### src/rtl/fat_pkg.sv
// Constants, register map and limit-window function for the alarm limit bank
`default_nettype none
package fat_pkg;
   // Register offsets
   localparam logic [7:0] FAT_ADDR_CTRL = 8'h48;
   localparam logic [7:0] FAT_ADDR_GEN_LIMITS = 8'h49;
   localparam logic [7:0] FAT_ADDR_SEL_LIMITS = 8'h4a;
   localparam logic [7:0] FAT_ADDR_IRQ_STATUS = 8'h50;
   localparam logic [7:0] FAT_ADDR_IRQ_MASK = 8'h51;
   localparam logic [7:0] FAT_ADDR_SOFT_LO = 8'h52;
   localparam logic [7:0] FAT_ADDR_SOFT_HI = 8'h53;
   localparam logic [7:0] FAT_ADDR_HARD_LO = 8'h54;
   localparam logic [7:0] FAT_ADDR_HARD_HI = 8'h55;

   // Reset values
   localparam logic [7:0] FAT_RST_CTRL = 8'h03;
   localparam logic [7:0] FAT_RST_GEN_LIMITS = 8'h23;
   localparam logic [7:0] FAT_RST_SEL_LIMITS = 8'h23;
   localparam logic [2:0] FAT_RST_IRQ_MASK = 3'h0;
   localparam logic [3:0] FAT_RST_HARD_FIELD = 4'h3;
   localparam logic [3:0] FAT_RST_SEL_SOFT_FIELD = 4'h2;

   // Field positions
   localparam int FAT_CTRL_HARD_EN = 0;
   localparam int FAT_CTRL_SOFT_EN = 1;
   localparam int FAT_CTRL_PHASE_BUILDOUT_ENABLE = 2;
   localparam int FAT_LIM_SOFT_HI = 7;
   localparam int FAT_LIM_SOFT_LO = 4;
   localparam int FAT_LIM_HARD_HI = 3;
   localparam int FAT_LIM_HARD_LO = 0;
   localparam int FAT_IRQ_HARD = 0;
   localparam int FAT_IRQ_SOFT = 1;
   localparam int FAT_IRQ_PBO = 2;
   localparam int FAT_IRQ_BITS = 3;

   // Offsets measured in hundredths of a ppm; one limit step is 3.81 ppm
   localparam int FAT_OFFSET_W = 16;
   localparam int FAT_STEP_CPPM = 381;
   localparam int FAT_MAX_SRC = 16;

   // True when the offset lies outside +/-(lim+1) steps
   function automatic logic fat_exceeds(input logic signed [FAT_OFFSET_W-1:0] off,
                                        input logic [3:0] lim);
      logic [FAT_OFFSET_W-1:0] mag;
      logic [31:0] win;
      begin
         mag = off[FAT_OFFSET_W-1] ? FAT_OFFSET_W'(-off) : FAT_OFFSET_W'(off);
         win = (32'(lim) + 32'h1) * 32'(FAT_STEP_CPPM);
         return 32'(mag) > win;
      end
   endfunction
endpackage
`default_nettype wire

### src/rtl/fat_config.sv
// Frequency alarm limit bank with monitor compare and phase build-out control
// Summary of operation
// - Build-out enable set: build-out event per source switch; clear: lock zero phase.
// - One eight-bit register holds general soft limit [7:4] and hard limit [3:0].
// - A limit field means a window of +/-(value+1) times 3.81 ppm.
// - Hard limit fields reset to 0011, four limit steps.
// - Selected-source soft limit field resets to 0010, three limit steps.
// - Selected source uses its own limit pair; others use the general pair.
`timescale 1ns/1ps
`default_nettype none
module fat_config
   import fat_pkg::*;
#(
   parameter int N_SRC = 14
)(
   // Clock and reset
   input wire logic i_mclk,
   input wire logic i_reset_n,
   // Register port
   input wire logic [7:0] i_addr,
   input wire logic [7:0] i_wdata,
   input wire logic i_wr,
   input wire logic i_rd,
   output logic [7:0] o_rdata,
   // Frequency measurements, one per source
   input wire logic [N_SRC-1:0][fat_pkg::FAT_OFFSET_W-1:0] i_src_offset,
   input wire logic [N_SRC-1:0] i_meas_valid,
   // Source selection
   input wire logic [3:0] i_sel_src,
   input wire logic i_sel_valid,
   input wire logic i_src_switch,
   // Alarms and build-out control
   output logic [N_SRC-1:0] o_soft_alarm,
   output logic [N_SRC-1:0] o_hard_alarm,
   output logic o_pbo_event,
   output logic o_lock_zero_phase,
   output logic o_irq
);
   import fat_pkg::*;

   generate
      if (N_SRC < 1 || N_SRC > FAT_MAX_SRC)
      begin : g_bad_n
         $error("N_SRC must lie between 1 and 16");
      end
   endgenerate

   logic [7:0] ctrl_r, ctrl_nxt;
   logic [7:0] gen_lim_r, gen_lim_nxt;
   logic [7:0] sel_lim_r, sel_lim_nxt;
   logic [FAT_IRQ_BITS-1:0] irq_stat_r, irq_stat_nxt;
   logic [FAT_IRQ_BITS-1:0] irq_mask_r, irq_mask_nxt;
   logic [7:0] rdata_r, rdata_nxt;
   logic [N_SRC-1:0] soft_r, soft_nxt;
   logic [N_SRC-1:0] hard_r, hard_nxt;
   logic pbo_r, pbo_nxt;
   logic [FAT_MAX_SRC-1:0] soft_ext, hard_ext;
   logic [FAT_IRQ_BITS-1:0] irq_evt;
   logic hard_en, soft_en, phase_buildout_enable;

   assign hard_en = ctrl_r[FAT_CTRL_HARD_EN];
   assign soft_en = ctrl_r[FAT_CTRL_SOFT_EN];
   assign phase_buildout_enable = ctrl_r[FAT_CTRL_PHASE_BUILDOUT_ENABLE];

   // Configuration registers
   always_comb
   begin
      ctrl_nxt = ctrl_r;
      gen_lim_nxt = gen_lim_r;
      sel_lim_nxt = sel_lim_r;
      irq_mask_nxt = irq_mask_r;
      if (i_wr)
      begin
         if (i_addr == FAT_ADDR_CTRL)
            ctrl_nxt = {5'h0, i_wdata[2:0]};
         else if (i_addr == FAT_ADDR_GEN_LIMITS)
            gen_lim_nxt = i_wdata;
         else if (i_addr == FAT_ADDR_SEL_LIMITS)
            sel_lim_nxt = i_wdata;
         else if (i_addr == FAT_ADDR_IRQ_MASK)
            irq_mask_nxt = i_wdata[FAT_IRQ_BITS-1:0];
      end
   end

   always_ff @(posedge i_mclk or negedge i_reset_n)
   begin
      if (!i_reset_n)
      begin
         ctrl_r <= FAT_RST_CTRL;
         gen_lim_r <= FAT_RST_GEN_LIMITS;
         sel_lim_r <= FAT_RST_SEL_LIMITS;
         irq_mask_r <= FAT_RST_IRQ_MASK;
      end
      else
      begin
         ctrl_r <= ctrl_nxt;
         gen_lim_r <= gen_lim_nxt;
         sel_lim_r <= sel_lim_nxt;
         irq_mask_r <= irq_mask_nxt;
      end
   end

   // Monitor compare: alarms are refreshed per measurement strobe
   always_comb
   begin
      soft_nxt = soft_r;
      hard_nxt = hard_r;
      for (int i = 0; i < N_SRC; i++)
      begin
         logic is_sel;
         logic [3:0] s_lim;
         logic [3:0] h_lim;
         is_sel = i_sel_valid && (32'(i_sel_src) == i);
         s_lim = is_sel ? sel_lim_r[FAT_LIM_SOFT_HI:FAT_LIM_SOFT_LO]
                        : gen_lim_r[FAT_LIM_SOFT_HI:FAT_LIM_SOFT_LO];
         h_lim = is_sel ? sel_lim_r[FAT_LIM_HARD_HI:FAT_LIM_HARD_LO]
                        : gen_lim_r[FAT_LIM_HARD_HI:FAT_LIM_HARD_LO];
         if (!soft_en)
            soft_nxt[i] = 1'b0;
         else if (i_meas_valid[i])
            soft_nxt[i] = fat_exceeds(i_src_offset[i], s_lim);
         if (!hard_en)
            hard_nxt[i] = 1'b0;
         else if (i_meas_valid[i])
            hard_nxt[i] = fat_exceeds(i_src_offset[i], h_lim);
      end
   end

   // Build-out and interrupt state
   always_comb
   begin
      pbo_nxt = i_src_switch && phase_buildout_enable;
      irq_evt = '0;
      irq_evt[FAT_IRQ_HARD] = |(hard_nxt & ~hard_r);
      irq_evt[FAT_IRQ_SOFT] = |(soft_nxt & ~soft_r);
      irq_evt[FAT_IRQ_PBO] = pbo_nxt;
      irq_stat_nxt = irq_stat_r;
      // Write-one-to-clear; a new event in the same cycle wins
      if (i_wr && i_addr == FAT_ADDR_IRQ_STATUS)
         irq_stat_nxt = irq_stat_nxt & ~i_wdata[FAT_IRQ_BITS-1:0];
      irq_stat_nxt = irq_stat_nxt | irq_evt;
   end

   always_ff @(posedge i_mclk or negedge i_reset_n)
   begin
      if (!i_reset_n)
      begin
         soft_r <= '0;
         hard_r <= '0;
         pbo_r <= 1'b0;
         irq_stat_r <= '0;
      end
      else
      begin
         soft_r <= soft_nxt;
         hard_r <= hard_nxt;
         pbo_r <= pbo_nxt;
         irq_stat_r <= irq_stat_nxt;
      end
   end

   // Read path; data valid only in the cycle after the strobe
   always_comb
   begin
      soft_ext = '0;
      hard_ext = '0;
      soft_ext[N_SRC-1:0] = soft_r;
      hard_ext[N_SRC-1:0] = hard_r;
      rdata_nxt = 8'h00;
      if (i_rd)
      begin
         if (i_addr == FAT_ADDR_CTRL)
            rdata_nxt = ctrl_r;
         else if (i_addr == FAT_ADDR_GEN_LIMITS)
            rdata_nxt = gen_lim_r;
         else if (i_addr == FAT_ADDR_SEL_LIMITS)
            rdata_nxt = sel_lim_r;
         else if (i_addr == FAT_ADDR_IRQ_STATUS)
            rdata_nxt = {5'h0, irq_stat_r};
         else if (i_addr == FAT_ADDR_IRQ_MASK)
            rdata_nxt = {5'h0, irq_mask_r};
         else if (i_addr == FAT_ADDR_SOFT_LO)
            rdata_nxt = soft_ext[7:0];
         else if (i_addr == FAT_ADDR_SOFT_HI)
            rdata_nxt = soft_ext[15:8];
         else if (i_addr == FAT_ADDR_HARD_LO)
            rdata_nxt = hard_ext[7:0];
         else if (i_addr == FAT_ADDR_HARD_HI)
            rdata_nxt = hard_ext[15:8];
      end
   end

   always_ff @(posedge i_mclk or negedge i_reset_n)
   begin
      if (!i_reset_n)
         rdata_r <= 8'h00;
      else
         rdata_r <= rdata_nxt;
   end

   assign o_rdata = rdata_r;
   assign o_soft_alarm = soft_r;
   assign o_hard_alarm = hard_r;
   assign o_pbo_event = pbo_r;
   assign o_lock_zero_phase = !phase_buildout_enable;
   assign o_irq = |(irq_stat_r & irq_mask_r);

   property p_pbo_event;
      @(posedge i_mclk) disable iff (!i_reset_n)
      i_src_switch && o_lock_zero_phase |=> !o_pbo_event;
   endproperty
   a_pbo_event: assert property (p_pbo_event) else $error("build-out event while disabled");

   property p_pbo_fire;
      @(posedge i_mclk) disable iff (!i_reset_n)
      i_src_switch && !o_lock_zero_phase |=> o_pbo_event ##0 irq_stat_r[FAT_IRQ_PBO];
   endproperty
   a_pbo_fire: assert property (p_pbo_fire) else $error("missing build-out event");

   property p_gen_write;
      @(posedge i_mclk) disable iff (!i_reset_n)
      i_wr && i_addr == FAT_ADDR_GEN_LIMITS |=> gen_lim_r == $past(i_wdata);
   endproperty
   a_gen_write: assert property (p_gen_write) else $error("general limits not stored");

   property p_hard_default;
      @(posedge i_mclk) disable iff (!i_reset_n)
      $rose(i_reset_n) |-> gen_lim_r[3:0] == 4'h3 && sel_lim_r[3:0] == 4'h3;
   endproperty
   a_hard_default: assert property (p_hard_default) else $error("hard limit reset value wrong");

   property p_sel_soft_default;
      @(posedge i_mclk) disable iff (!i_reset_n)
      $rose(i_reset_n) |-> sel_lim_r[7:4] == 4'h2;
   endproperty
   a_sel_soft_default: assert property (p_sel_soft_default) else $error("soft limit reset wrong");

   property p_hard_off;
      @(posedge i_mclk) disable iff (!i_reset_n)
      !hard_en |=> o_hard_alarm == '0;
   endproperty
   a_hard_off: assert property (p_hard_off) else $error("hard alarm while disabled");

   property p_src0_hard;
      @(posedge i_mclk) disable iff (!i_reset_n)
      i_meas_valid[0] && hard_en |=> o_hard_alarm[0] == fat_exceeds($past(i_src_offset[0]),
         $past((i_sel_valid && i_sel_src == 4'h0) ? sel_lim_r[3:0] : gen_lim_r[3:0]));
   endproperty
   a_src0_hard: assert property (p_src0_hard) else $error("source zero hard compare wrong");

   property p_src0_soft;
      @(posedge i_mclk) disable iff (!i_reset_n)
      i_meas_valid[0] && soft_en && !(i_sel_valid && i_sel_src == 4'h0) |=>
         o_soft_alarm[0] == fat_exceeds($past(i_src_offset[0]), $past(gen_lim_r[7:4]));
   endproperty
   a_src0_soft: assert property (p_src0_soft) else $error("source zero soft compare wrong");

   property p_src0_sel_soft;
      @(posedge i_mclk) disable iff (!i_reset_n)
      i_meas_valid[0] && soft_en && i_sel_valid && i_sel_src == 4'h0 |=>
         o_soft_alarm[0] == fat_exceeds($past(i_src_offset[0]), $past(sel_lim_r[FAT_LIM_SOFT_HI:FAT_LIM_SOFT_LO]));
   endproperty
   a_src0_sel_soft: assert property (p_src0_sel_soft) else $error("selected soft compare wrong");

   property p_sel_write;
      @(posedge i_mclk) disable iff (!i_reset_n)
      i_wr && i_addr == FAT_ADDR_SEL_LIMITS |=> sel_lim_r == $past(i_wdata);
   endproperty
   a_sel_write: assert property (p_sel_write) else $error("selected limits not stored");

   property p_soft_off;
      @(posedge i_mclk) disable iff (!i_reset_n)
      !soft_en |=> o_soft_alarm == '0;
   endproperty
   a_soft_off: assert property (p_soft_off) else $error("soft alarm while disabled");

   property p_irq_set_wins;
      @(posedge i_mclk) disable iff (!i_reset_n)
      irq_evt != '0 |=> (irq_stat_r & $past(irq_evt)) == $past(irq_evt);
   endproperty
   a_irq_set_wins: assert property (p_irq_set_wins) else $error("status event lost");

   property p_no_switch;
      @(posedge i_mclk) disable iff (!i_reset_n)
      !i_src_switch |=> !o_pbo_event;
   endproperty
   a_no_switch: assert property (p_no_switch) else $error("build-out event without switch");

   property p_rdata_idle;
      @(posedge i_mclk) disable iff (!i_reset_n)
      !i_rd |=> o_rdata == 8'h00;
   endproperty
   a_rdata_idle: assert property (p_rdata_idle) else $error("read data outside its cycle");
endmodule // fat_config
`default_nettype wire

### config.mk
export PLATFORM = sky130hd
export DESIGN_NAME = fat_config
export DESIGN_NICKNAME = d
export VERILOG_FILES = /design/src/rtl/fat_pkg.sv /design/src/rtl/fat_config.sv
export SDC_FILE = /design/constraint.sdc
export NUM_CORES = 1
export LEC_CHECK = 0
export ABC_CLOCK_PERIOD_IN_PS = 17910
export BUFFER_PORTS_ARGS = -buffer_cell sky130_fd_sc_hd__buf_2
export CELL_PAD_IN_SITES_DETAIL_PLACEMENT = 1
export CELL_PAD_IN_SITES_GLOBAL_PLACEMENT = 2
export CORE_UTILIZATION = 40
export DETAILED_ROUTE_END_ITERATION = 8
export PLACE_DENSITY = 0.93
export RECOVER_POWER = 25
export SLEW_MARGIN = 40
export SYNTH_ARGS = -nofsm -noshare
export SYNTH_HDL_FRONTEND = slang
export SYNTH_SLANG_ARGS = --single-unit
### constraint.sdc
create_clock -name i_mclk -period 17.91 [get_ports i_mclk]
set_input_delay 3.582 -clock i_mclk [delete_from_list [all_inputs] [get_ports i_mclk]]
set_output_delay 3.582 -clock i_mclk [all_outputs]
set_load 0.05 [all_outputs]
==> results.md, run 1 <==
- Status: complete, but fails checks
- Failing checks: capacitance limit, slew limit
- Setup CP Type: input port to flip-flop
- Yosys warnings: 0
- Syn Nets: 6895
- Vias: 38900
- Via density: 5.67
- Dpl hpwl: 126000 um
- Worst-Skew Late Latency: 0.37 ns
- Syn_area_per_cell: 8.40 sq um
- Vias in the first global route: 41200
- Netlist cell types: 88
- First-pass GRT wire length: 228000 um
- Num CTS Buffers: 9
- DR WL met2: 67600 um
- CTS sink cnt: 62
- Pin count of the biggest net entering global routing: 63
- Port Buffers: 302
- Final net count: 7156
- Crit path time final: 12.08 ns
- CP endpoint kind: flip-flop
- Synthesis-to-layout area growth: 8.52%
- Setup Fix Bufs, Post-CTS: 0
- Final Max Slew Viols: 63
- Setup TNS: 0 ns
- Final ANT Viol Nets: 0
- Fmax: 82.8 MHz
- Setup violators final: 0
- Met3 WL post-DR: 9800 um
- CP max stage delay: 0.79 ns
- Share of layout cells above drive strength 1: 9.63%
- # IOs: 303
- Final Hold Vio Count: 0
- Startpoint types: input port
- Max-cap violation count: 1
- Overall power: 2440 uW
- Top layer in use: met5
- Worst Hold Class: flip-flop to flip-flop
- Initial antenna violation count: 30
- Worst-path clk slew: 0.06 ns
- Register area: 0.00156 sq mm
- Most used DFF post-synth: dfrtp_1
- Reg-to-reg slack, setup: 9.43 ns
- CP required: 18.12 ns
- CTS tree: built
- Pwr dens: 51.5 mW/mm^2
- Final Non-Filler Cells: 6860
- H-tree depth: 3
- Die width: 332 um
- Sequential-to-total area share from yosys stat: 3.58%
- Reg2reg end: irq_stat_r[1]$_DFF_PN0_
- Longest Clk Path Bufs: 2
- 1st-pass router iterations: 5
- Post-Route WL: 145000 um
- Residual DRC: 0
- Multi-input logic area: 0.0389 sq mm
- Ys async rst share: 100%
- DIE AREA: 0.110 sq mm
- M1 WL: 63300 um
- Register bit total from synthesis: 62
- CP max FO: 12
- Static leakage power: 0.0250 uW
- Worst hold endpoint: irq_mask_r[2]$_DFFE_PN0P_
- Post-synth EDFFs: 0
- Clk root buf: clkbuf_16
- Total gr overflow: 0
- Worst r2r src: gen_lim_r[4]$_DFFE_PN0P_
- Synth Cell Area: 0.0436 sq mm
- Post-CTS sizing: 0
- RSZ-0062 raised after global routing: no
- Dpl cells: 6838
- Gr usage total: 25.9%
- Hold depth: 1
- Core ar.: 0.108 sq mm
- Initial DRC Count: 2033
- Slew @ Worst Pin: 3.82 ns
- Die span in y: 332 um
- Min-delay src: irq_mask_r[2]$_DFFE_PN0P_
- Cell row count: 120
- Rel. slew slack: -154%
- Final worst-path cycle share: 67.5%
- Syn Inst Count: 5185
- WL/cell: 21.1 um
- Routability cong.: 0.932
- Hold_buf cts: 0
- CP arrival: 12.29 ns
- Final Skew: 0.0148 ns
- Worst path slowest cell: nor2_2
- Fill cells: 13100
- Worst VDD drop: 0.0429 mV
- Starting Density: 40.5%
- FF-to-FF path depth: 27
## placed cells by master, fill, tap and decap left out, types with 43 or more instances in the layout
cell,netlist,layout
xnor2_1,333,333
nand3_1,122,122
a211oi_1,60,60
o31ai_1,60,59
fa_1,312,312
nor2_1,185,178
or3_1,48,48
mux2i_1,86,75
o21ai_0,335,332
inv_1,775,775
mux2_2,56,56
buf_2,6,301
nor2b_1,45,45
nor3_1,51,50
ha_1,1134,1134
a21o_1,135,135
a21oi_1,245,244
nand2b_1,125,125
nand4_1,43,43
xor2_1,143,136
nand2_1,285,285
dfrtp_1,54,54
## metrics by stage
step / utilization, % / area, sq um / setup slack (ns) / hold WS [ns]
finish: 44.0 / 47300 / 5.83 / 0.560
CTS: 43.9 / 47200 / 5.68 / 0.549
floorplan: - / 43600 / 6.96 / 0.471
detailed placement: 43.6 / 46900 / 5.38 / 0.529
global route: 44.0 / 47300 / 5.29 / 0.573
global placement: 43.5 / 46800 / 5.50 / 0.515
## registers in the layout, summed over array words and instances, names as in the netlist
register,flops
irq_stat_r,3
o_pbo_event,1
o_rdata,8
sel_lim_r,8
irq_mask_r,3
o_hard_alarm,14
gen_lim_r,8
o_soft_alarm,14
ctrl_r,3
## how the worst max path moves through the flow
stage	to	slack, ns	from
6_report	irq_stat_r[1]$_DFF_PN0_	5.83	i_sel_src[0]
5_1_grt	irq_stat_r[1]$_DFF_PN0_	5.29	i_sel_src[0]
4_1_cts	irq_stat_r[1]$_DFF_PN0_	5.68	i_sel_src[0]
3_5_place_dp	irq_stat_r[1]$_DFF_PN0_	5.38	i_sel_src[0]
3_3_place_gp	irq_stat_r[1]$_DFF_PN0_	5.50	i_sel_src[0]
2_1_floorplan	irq_stat_r[1]$_DFF_PN0_	6.96	i_sel_src[0]
## worst max-delay path, delay by kind of cell
| family | cells | cell delay [ns] |
|---|---|---|
| compound gates | 7 | 1.95 |
| simple gates | 11 | 3.27 |
| mux | 1 | 0.53 |
| buf+inv | 4 | 0.57 |
| xor+xnor | 1 | 0.14 |
| fa+ha+maj | 5 | 2.22 |
## Yosys cell counts (51+ instances only)
cell type | number | area share, %
nand3_1 | 122 | 1.4
a21oi_1 | 245 | 2.8
xor2_1 | 143 | 2.9
dfrtp_1 | 54 | 3.1
nand2_1 | 285 | 2.5
ha_1 | 1134 | 33
nand2b_1 | 125 | 1.8
a21o_1 | 135 | 2.3
fa_1 | 312 | 14
mux2i_1 | 86 | 2.0
xnor2_1 | 333 | 6.7
mux2_2 | 56 | 1.4
a211oi_1 | 60 | 1.0
o21ai_0 | 335 | 3.8
o31ai_1 | 60 | 1.0
nor2_1 | 185 | 1.6
clkbuf_1 | 77 | 0.66
inv_1 | 775 | 6.7
nor3_1 | 51 | 0.59
## power by group
part	total, uW	switching [uW]	internal [uW]
logic	2080	1220	863
clock network	188	80.2	108
registers	164	17.5	146
total	2440	1320	1120
## kinds of logic after synthesis
group	synth area share (%)
adders and majority gates	46.9
AOI/OAI and AO/OA	16.4
and+or+nand+nor	12.6
buffers and inverters	7.47
xor gates and xnor gates	9.57
muxes	3.46
DFF	3.58
## metal layers
metal	up-vias	global-route usage, %
li1	18500	-
met1	19200	33.7
met2	963	44.4
met3	228	4.13
met4	24	6.64
met5	-	0
## cell type report
cell class / instances / share of cell area (%)
multi-input combinational: 4258 / 82.4
inverter: 776 / 6.16
timing repair buffer: 339 / 3.79
tap: 1403 / 3.71
sequential: 62 / 3.30
clock buffer: 9 / 0.476
clock inverter: 7 / 0.156
antenna: 6 / 0.0318
(Power assumes the default switching activity.)
==> run 2, diff against run 1 <==
ABC_CLOCK_PERIOD_IN_PS = 12600   (was 17910)
clock period = 12.6 ns   (was 17.91 ns; I/O delays follow)
==> run 2 against run 1 <==
Compared with the run above:
- the flow still finishes with violations (capacitance limit, slew limit)
- clock power up 33%
- clock-buffer cell count unchanged
- worst setup slack worse by 4.2 ns
- via count about the same
- critical path depth up 3
- design area about the same
- sequential power up 42%
- power up 41%
- non-clock buffer count up 1
- largest power group unchanged
==> results.md, run 2 (synthesized netlist as in run 1, its figures left out) <==
- Status: complete, but fails checks
- Failing checks: capacitance limit, slew limit
- Total gr overflow: 0 (unchanged)
- Final net count: 7157 (+0.014%)
- Vias in the first global route: 41200 (-0.044%)
- Psw: 1870 uW (+42%)
- Gr usage total: 25.7% (-0.25 points)
- Final Max Slew Viols: 63 (unchanged)
- Post-Route WL: 144000 um (-0.62%)
- Switching part of the total power: 54.4% (+0.21 points)
- Grt met2 use: 44.1% (-0.36 points)
- Post-route cell area: 0.0472 sq mm (about the same)
- Routing usage on met1: 33.5% (-0.14 points)
- Pint: 1570 uW (+40%)
- Worst-path clk slew: 0.06 ns (about the same)
- Initial antenna violation count: 18 (-40%)
- CTS sink cnt: 62 (unchanged)
- Worst VDD drop: 0.0473 mV (+10%)
- Die width: 332 um (unchanged)
- CP endpoint kind: flip-flop
- FF-to-FF path depth: 30 (+11%)
- CP arrival: 11.18 ns (-1.11 ns)
- Worst-Skew Late Latency: 0.36 ns (about the same)
- Setup CP Type: input port to flip-flop
- Die span in y: 332 um (unchanged)
- First-pass GRT wire length: 226000 um (-1.0%)
- Routability cong.: 0.924 (-0.87%)
- Commonest cells after routing, fill and taps aside: ha_1, inv_1, xnor2_1, o21ai_0, fa_1
- RSZ-0062 raised after global routing: no
- Final Hold Vio Count: 0 (unchanged)
- Rel. slew slack: -156% (-1.8 points)
- Final Skew: 0.00816 ns (-0.00663 ns)
- Hold_buf cts: 0 (unchanged)
- Hold depth: 1 (unchanged)
- Dpl cells: 6838 (unchanged)
- Port Buffers: 302 (unchanged)
- Worst path slowest cell: a21boi_0
- WL/cell: 21.0 um (-0.66%)
- Worst Hold Class: flip-flop to flip-flop
- Synthesis-to-layout area growth: 8.43% (about the same)
- Final worst-path cycle share: 87.1%
- 1st-pass router iterations: 7 (+2)
- DIE AREA: 0.110 sq mm (unchanged)
- CP max stage delay: 0.72 ns (-0.07 ns)
- Core ar.: 0.108 sq mm (unchanged)
- Post-CTS sizing: 0 (unchanged)
- Clk root buf: clkbuf_16
- Setup violators final: 0 (unchanged)
- GR peak layer: met2
- Sequential power share: 6.8% (about the same)
- Final ANT Viol Nets: 0 (unchanged)
- Register area: 0.00156 sq mm (unchanged)
- Starting Density: 40.5% (unchanged)
- Setup TNS: 0 ns (unchanged)
- Num CTS Buffers: 9 (unchanged)
- CP required: 12.81 ns (-5.31 ns)
- CP max FO: 9 (-3)
- Residual DRC: 0 (unchanged)
- Pwr dens: 72.8 mW/mm^2 (+41%)
- Startpoint types: input port
- Vias: 38900 (-0.064%)
- Setup Fix Bufs, Post-CTS: 0 (unchanged)
- Multi-input logic area: 0.0389 sq mm (about the same)
- Longest Clk Path Bufs: 2 (unchanged)
- Final Non-Filler Cells: 6863 (+0.044%)
- Global routing usage on met3: 3.99% (-0.15 points)
- Crit path time final: 10.97 ns
- Clk network pwr share: 7.3% (-0.4 points)
- Dpl hpwl: 126000 um (about the same)
- Slew @ Worst Pin: 3.84 ns (+0.0273 ns)
- Post-DP Area: 0.0469 sq mm (about the same)
- H-tree depth: 3 (unchanged)
- Combinational Power Share: 86.0% (+0.4 points)
- Overall power: 3440 uW (+41%)
- CTS tree: built
- Fmax: 91.2 MHz
- Cell row count: 120 (unchanged)
- Fill cells: 13000 (-0.39%)
- Share of layout cells above drive strength 1: 9.50% (-0.13 points)
- Initial DRC Count: 2173 (+6.9%)
- Max-cap violation count: 1 (unchanged)
- Pin count of the biggest net entering global routing: 63 (unchanged)
- Static leakage power: 0.0250 uW (about the same)
- Via density: 5.66 (-0.11%)
- Cell mode on critical path: ha_1
- Commonest non-fill, non-tap cell in the layout: ha_1
- # IOs: 303 (unchanged)
run 2: layout make-up:
type / instances / share of cell area, %
clock buffer: 9 / 0.477
sequential: 62 / 3.31
tap: 1403 / 3.72
timing repair buffer: 340 / 3.82
antenna: 8 / 0.0424
multi-input combinational: 4258 / 82.4
clock inverter: 7 / 0.117
inverter: 776 / 6.17
run 2: final timing paths:
| check | slack (ns) | to | startpoint |
|---|---|---|---|
| min in group asynchronous | 3.44 | o_rdata[7]$_DFF_PN0_ | i_reset_n |
| setup reg to reg | 4.07 | irq_stat_r[1]$_DFF_PN0_ | sel_lim_r[4]$_DFFE_PN0P_ |
| max in group asynchronous | 6.94 | o_soft_alarm[6]$_DFF_PN0_ | i_reset_n |
| hold reg to reg | 0.56 | sel_lim_r[4]$_DFFE_PN0P_ | sel_lim_r[4]$_DFFE_PN0P_ |
| setup / recovery | 1.63 | irq_stat_r[1]$_DFF_PN0_ | i_sel_src[1] |
| hold / removal | 0.56 | sel_lim_r[4]$_DFFE_PN0P_ | sel_lim_r[4]$_DFFE_PN0P_ |
run 2: critical path, delay by kind of cell:
kind / cells / cell delay, ns
AOI/OAI and AO/OA: 10 / 2.29
xor gates and xnor gates: 2 / 0.55
adders and majority gates: 6 / 2.21
buffers and inverters: 4 / 0.58
muxes: 1 / 0.71
and+or+nand+nor: 9 / 2.32
run 2: per-stage QoR:
stage	hold WS (ns)	setup slack, ns	util, %
global placement	0.520	1.28	43.5
detailed placement	0.542	0.922	43.6
CTS	0.556	1.26	43.9
finish	0.559	1.63	43.9
global route	0.589	1.15	43.9
floorplan	0.471	2.71	-
run 2: power groups by stage:
stage               combinational, uW  sequential (uW)  clock (uW)
global placement                 2780              234           0
detailed placement               2930              234           0
global route                     3350              232         258
CTS                              2950              231         250
floorplan                        2110              225           0
finish                           2950              233         250
run 2: metal layers:
layer	vias to the layer above	wire length, um
li1	18500	-
met1	19200	62600
met3	219	10300
met5	-	127
met2	985	67300
met4	22	3780
